$ cat config.mk
export PLATFORM = sky130hd
export DESIGN_NAME = pio_shift_register
export DESIGN_NICKNAME = d
export VERILOG_FILES = /design/src/rtl/pio_pkg.sv /design/src/rtl/pio_shift_register.sv
export VERILOG_INCLUDE_DIRS = /design/src /design/src/rtl
export SDC_FILE = /design/constraint.sdc
export NUM_CORES = 1
export LEC_CHECK = 0
export ABC_CLOCK_PERIOD_IN_PS = 6100
export BUFFER_PORTS_ARGS = -buffer_cell sky130_fd_sc_hd__buf_4
export CAP_MARGIN = 20
export CORE_MARGIN = 2
export CORE_UTILIZATION = 60
export CTS_BUF_LIST = sky130_fd_sc_hd__clkbuf_8 sky130_fd_sc_hd__clkbuf_16
export DETAILED_ROUTE_END_ITERATION = 10
export HOLD_SLACK_MARGIN = 0.02
export PLACE_DENSITY = 0.95
export SETUP_SLACK_MARGIN = 0.1
export SLEW_MARGIN = 10
export SYNTH_ARGS = -nofsm -noshare
export SYNTH_HDL_FRONTEND = slang
export SYNTH_SLANG_ARGS = --single-unit
$ cat constraint.sdc
create_clock -name clk -period 6.1 [get_ports clk]
set_input_delay 1.22 -clock clk [delete_from_list [all_inputs] [get_ports clk]]
set_output_delay 1.22 -clock clk [all_outputs]
set_load 0.01 [all_outputs]
$ cat src/rtl/pio_regs.svh
`ifndef PIO_REGS_SVH
`define PIO_REGS_SVH

// ==========================================================
// widths, depths and reset values
`define PIO_WORD_WIDTH   8
`define PIO_FIFO_DEPTH   4
`define PIO_STAGE_RESET  8'h00
// effective clock is taken as already high at reset so a held clock cannot fire
`define PIO_EFF_PREV_RESET 1'b1

`endif

$ cat src/rtl/pio_pkg.sv
`include "pio_regs.svh"
`default_nettype none

package pio_pkg;

    typedef logic [`PIO_WORD_WIDTH-1:0] pio_word_t;

    // board-side control pins that travel together
    typedef struct packed {
        logic clearN;
        logic loadSelectN;
        logic clockInA;
        logic clockInB;
        logic serialSetIn;
        logic serialSecondN;
    } pio_ctrl_s;

    // what the register does in a given cycle
    typedef enum logic [1:0] {
        PIO_MODE_HOLD,
        PIO_MODE_CLEAR,
        PIO_MODE_LOAD,
        PIO_MODE_SHIFT
    } pio_mode_e;

endpackage

`default_nettype wire

$ cat src/rtl/pio_shift_register.sv
`include "pio_regs.svh"
`default_nettype none

// ==========================================================
// snapshot fifo
module pio_fifo #(
    parameter int WIDTH = `PIO_WORD_WIDTH,
    parameter int DEPTH = `PIO_FIFO_DEPTH
) (
    input  wire logic             clk,
    input  wire logic             srst,
    input  wire logic [WIDTH-1:0] inData,
    input  wire logic             inValid,
    output logic                  inReady,
    output logic      [WIDTH-1:0] outData,
    output logic                  outValid,
    input  wire logic             outReady
);
    localparam int AW = (DEPTH > 1) ? $clog2(DEPTH) : 1;

    logic [WIDTH-1:0] mem_reg [DEPTH];
    logic [AW-1:0]    wrPtr_reg;
    logic [AW-1:0]    rdPtr_reg;
    logic [AW:0]      count_reg;
    logic             doPush;
    logic             doPop;
    logic [AW-1:0]    wrPtr_next;
    logic [AW-1:0]    rdPtr_next;

    // flags come from the occupancy count so full and empty never disagree
    assign inReady    = (count_reg != (AW+1)'(DEPTH));
    assign outValid   = (count_reg != '0);
    assign outData    = mem_reg[rdPtr_reg];
    assign doPush     = inValid && inReady;
    assign doPop      = outValid && outReady;
    assign wrPtr_next = (wrPtr_reg == AW'(DEPTH-1)) ? '0 : wrPtr_reg + AW'(1);
    assign rdPtr_next = (rdPtr_reg == AW'(DEPTH-1)) ? '0 : rdPtr_reg + AW'(1);

    // storage is written only on push; no reset needed on the data
    always_ff @(posedge clk) begin
        if (doPush) begin
            mem_reg[wrPtr_reg] <= inData;
        end
    end

    // pointers and occupancy
    always_ff @(posedge clk) begin
        if (srst) begin
            wrPtr_reg <= '0;
            rdPtr_reg <= '0;
            count_reg <= '0;
        end else begin
            if (doPush) begin
                wrPtr_reg <= wrPtr_next;
            end
            if (doPop) begin
                rdPtr_reg <= rdPtr_next;
            end
            count_reg <= count_reg + (AW+1)'(doPush) - (AW+1)'(doPop);
        end
    end
endmodule

// ==========================================================
// eight-stage parallel-load / shift-right register
module pio_shift_register #(
    parameter int FIFO_DEPTH = `PIO_FIFO_DEPTH
) (
    input  wire logic              clk,
    input  wire logic              srst,
    input  wire pio_pkg::pio_ctrl_s ctrl,
    input  wire pio_pkg::pio_word_t wordIn,
    output var pio_pkg::pio_word_t stageOut,
    output logic                   edgeReady,
    output var pio_pkg::pio_word_t snapData,
    output logic                   snapValid,
    input  wire logic              snapReady
);
    import pio_pkg::*;

    localparam int W = `PIO_WORD_WIDTH;

    pio_word_t stage_reg;
    pio_word_t stage_next;
    pio_word_t shifted;
    logic      effPrev_reg;
    logic      effClk;
    logic      clkEdge;
    logic      edgeTaken;
    logic      firstNext;
    pio_mode_e mode;

    // ==========================================================
    // effective clock and edge detect
    // an unused input tied low leaves the other as sole clock;
    // either input high keeps the OR high so the other cannot make an edge
    assign effClk    = ctrl.clockInA | ctrl.clockInB;
    assign clkEdge   = effClk & ~effPrev_reg;
    // a full snapshot fifo stalls the register: the edge is not taken
    assign edgeTaken = clkEdge & edgeReady;

    // ==========================================================
    // serial entry and mode selection
    assign firstNext = ctrl.serialSetIn
                     ? (ctrl.serialSecondN ? 1'b1 : ~stage_reg[0])
                     : (ctrl.serialSecondN ? stage_reg[0] : 1'b0);
    assign shifted   = {stage_reg[W-2:0], firstNext};
    assign mode      = !ctrl.clearN    ? PIO_MODE_CLEAR
                     : !edgeTaken      ? PIO_MODE_HOLD
                     : ctrl.loadSelectN ? PIO_MODE_SHIFT
                     : PIO_MODE_LOAD;

    always_comb begin
        unique case (mode)
            PIO_MODE_CLEAR: stage_next = `PIO_STAGE_RESET;
            PIO_MODE_LOAD:  stage_next = wordIn;
            PIO_MODE_SHIFT: stage_next = shifted;
            PIO_MODE_HOLD:  stage_next = stage_reg;
        endcase
    end

    // ==========================================================
    // state registers
    // clear acts without waiting for an effective edge, one system clock late
    always_ff @(posedge clk) begin
        if (srst) begin
            stage_reg   <= `PIO_STAGE_RESET;
            effPrev_reg <= `PIO_EFF_PREV_RESET;
        end else begin
            stage_reg   <= stage_next;
            effPrev_reg <= effClk;
        end
    end

    assign stageOut = stage_reg;

    // ==========================================================
    // every taken edge outside a clear pushes the new word for the downstream reader
    pio_fifo #(
        .WIDTH (W),
        .DEPTH (FIFO_DEPTH)
    ) u_snap_fifo (
        .clk      (clk),
        .srst     (srst),
        .inData   (stage_next),
        .inValid  (edgeTaken && ctrl.clearN),
        .inReady  (edgeReady),
        .outData  (snapData),
        .outValid (snapValid),
        .outReady (snapReady)
    );
endmodule

`default_nettype wire

==> metrics.md <==
| Metric | Value |
|---|---|
| Primary FF master, synth | edfxtp_1 |
| Period Utilization, post-route | 47.6% |
| Final Hold Viols | 0 |
| Worst R2R Setup Slack | about 3.7 ns |
| CTS Buf Count | 5 |
| Largest net degree at the start of global routing | 16 |
| Post-DP Area | 2480 um2 |
| Row cnt | 22 |
| Buffer count from post-CTS setup fixing | 0 |
| MaxCap Viol Count | 0 |
| Final WS setup | roughly 3.2 ns |
| Multi-input logic area | 802 um2 |
| CTS tree | built |
| Initial drt markers | 41 |
| Leading cell type in the layout, fill and taps excluded | buf_4 |
| Worst vdd ir | between 0.2 and 0.25 mV |
| Yosys top cell area share | 43.6% |
| Total power | 828 uW |
| Worst-path clk slew | 0.08 ns |
| Core area | 3610 um2 |
| Reg-to-reg endpoint | u_snap_fifo.count_reg[2]$_SDFF_PP0_ |
| Xor and xnor fraction of the mapped netlist area | 0.795% |
| Largest register FFs | 32 |
| Clk_lat worst skew | around 0.30 ns |
| Worst slew pin tran | 0.662 ns |
| N_diodes | 0 |
| CTS Hold Bufs | 0 |
| Largest cells by area after synthesis | edfxtp_1, dfxtp_1, mux4_2, ha_1, a21oi_2 |
| Hpwl dp | 2850 um |
| I/O Pins | 35 |
| Crit-path max FO | 8 |
| Starting Density | 61.1% |
| Die ar. | roughly 4200 um2 |
| Syn nets | 178 |
| Adder-cell share of the synthesized area | under 10% |
| Hold Path Depth | 2 |
| First-pass GRT wire length | 6600 um |
| CP startpoint kind | register |
| Min-delay src | u_snap_fifo.rdPtr_reg[0]$_SDFFE_PP0P_ |
| Crit Path Category | register to output port |
| Syn_area_per_cell | about 14 um2 |
| Area Overhead vs Synth | 17.4% |
| Residual DRC | 0 |
| Pre-CTS setup slack | 3.12 ns |
| DR vias/cell | 5.91 |
| Mux contribution to synthesized area | 9.60% |
| Yosys warnings | 0 |
| Compound-Gate Fraction of Synth Area | 9.65% |
| Final core utilization | between 70% and 80% |
| Worst EP arrival | approximately 1.7 ns |
| Period minus WS final | a little under 3 ns |
| Skew final | 0.00595 ns |
| Fmax | 344 MHz |
| Clk sinks | 50 |
| Vias in the first global route | 1368 |
| Grt ovf | 0 |
| Fin area | 2590 um2 |
| Initial antenna violation count | 0 |
| Max-slew violations | 0 |
| Hold Path Class | register to register |
| Rel. slew slack | 54.7% |
| Reg-to-reg startpoint | u_snap_fifo.count_reg[1]$_SDFF_PP0_ |
| Die H | 64.6 um |
| Synth cell types | 38 |
| Share of layout cells above drive strength 1 | 34.2% |
| Ys async rst share | 0% |
| Clock Path Buffers | 2 |
| Most frequent cells in the layout | buf_4, edfxtp_1, dfxtp_1 |
| P_leak | 0.937 nW |
| Gr usage total | 21.0% |
| Post-synthesis instance area | 2200 um2 |
| CP endpoint kind | output port |
| Setup violations, final | 0 |
| Register area | 1320 um2 |
| Clock Tree Root | clkbuf_8 |
| GP Congestion | 0.820 |
| Final setup TNS | 0 ns |
| Outcome | finished clean |
| Largest area contributor in the netlist | edfxtp_1 |
| Simple-gate share of the synthesized area | between 10 and 15% |
| PortBufs | 34 |
| Post-synthesis sequential area ratio | 60.0% |
| Drt total wl | between 3000 and 4000 um |
| Main combinational cell family by area after synthesis | simple AND/OR/NAND/NOR gates |
| Filler Cell Count | 228 |
| Drt wl/cell | 16.4 um |
| Cells after synthesis | approximately 150 |
| R2R depth | 9 |
| CTS HTree Levels | 2 |
| Worst Path Required | 4.88 ns |
| Power Density | 320 nW/um2 |
| Number of synthesized register bits | 50 |
| Hold EP | u_snap_fifo.rdPtr_reg[0]$_SDFFE_PP0P_ |
| Post-DRT Antenna Nets | 0 |
| DR pass1 iterations | 4 |
| Vias | around 1400 |
| Post-synth EDFFs | 32 |
| Unrepaired setup endpoints after global routing | no |
| Final net count | 211 |
| Cts repair resizes | 0 |
| Chip Width | 64.6 um |
## worst max-delay path by stage
stage	from	endpoint	slack, ns	depth (start not counted)
after floorplan	snapReady	u_snap_fifo.count_reg[2]$_SDFF_PP0_	3.38	9
after global placement	ctrl[2]	u_snap_fifo.count_reg[2]$_SDFF_PP0_	3.22	9
after detailed placement	snapReady	u_snap_fifo.count_reg[2]$_SDFF_PP0_	3.12	10
after CTS	register	snapData[1]	3.14	2
after global routing	register	snapData[5]	3.06	2
final	register	snapData[5]	3.19	2
## critical path: stages, from the launching register on
cell and delay [ns]:
dfxtp_1 0.66, mux4_2 0.57, buf_4 0.16
## layout make-up
cell class,instances,share of cell area [%]
flip-flops and latches,50,51.1
multi-input cells,85,31.0
inverters,10,1.45
repair buffers,34,9.87
clock inverters,3,1.60
well taps,48,2.32
clock buffers,5,2.66
## power by group
part	leakage (nW)	internal, mW	switching [mW]
logic	0.439	0.105	0.0904
registers	0.442	0.377	0.0302
clock network	0.0556	0.121	0.104
## kinds of logic (layout without fill, tap and decap cells)
logic type | after synthesis | in the layout
xor gates and xnor gates | 2 | 2
adders and majority gates | 8 | 8
DFF | 50 | 50
AOI/OAI and AO/OA | 25 | 25
muxes | 11 | 11
buffers and inverters | 18 | 52
and+or+nand+nor | 39 | 39
## metal layers
metal  track usage [%]  up-vias  part of all wire [%]  routed length, um
li1                  -      647                     -                  -
met1              27.5      691                    44               1690
met2              35.0       45                    50               1930
met3              4.17        7                   4.2                162
met4              7.71        0                   1.6                 62
met5                 0        -                     0                  0
## metrics by stage
stage,std cells,hold slack (ns)
floorplan,153,0.463
global placement,227,0.476
detailed placement,227,0.493
CTS,235,0.504
global route,235,0.534
finish,235,0.516
## cells in the mapped netlist (2+ instances only)
cell type / count
ha_1: 7
buf_2: 4
mux4_2: 8
inv_1: 8
inv_2: 2
nand4_1: 2
mux2i_1: 2
or3_1: 3
and2_1: 4
xnor2_1: 2
nor3_1: 8
nor2b_1: 8
a2111oi_0: 7
edfxtp_1: 32
nor2_1: 2
dfxtp_1: 18
nor3b_1: 7
a21oi_2: 8
clkbuf_1: 2
Power figures use the tool's default switching activity.
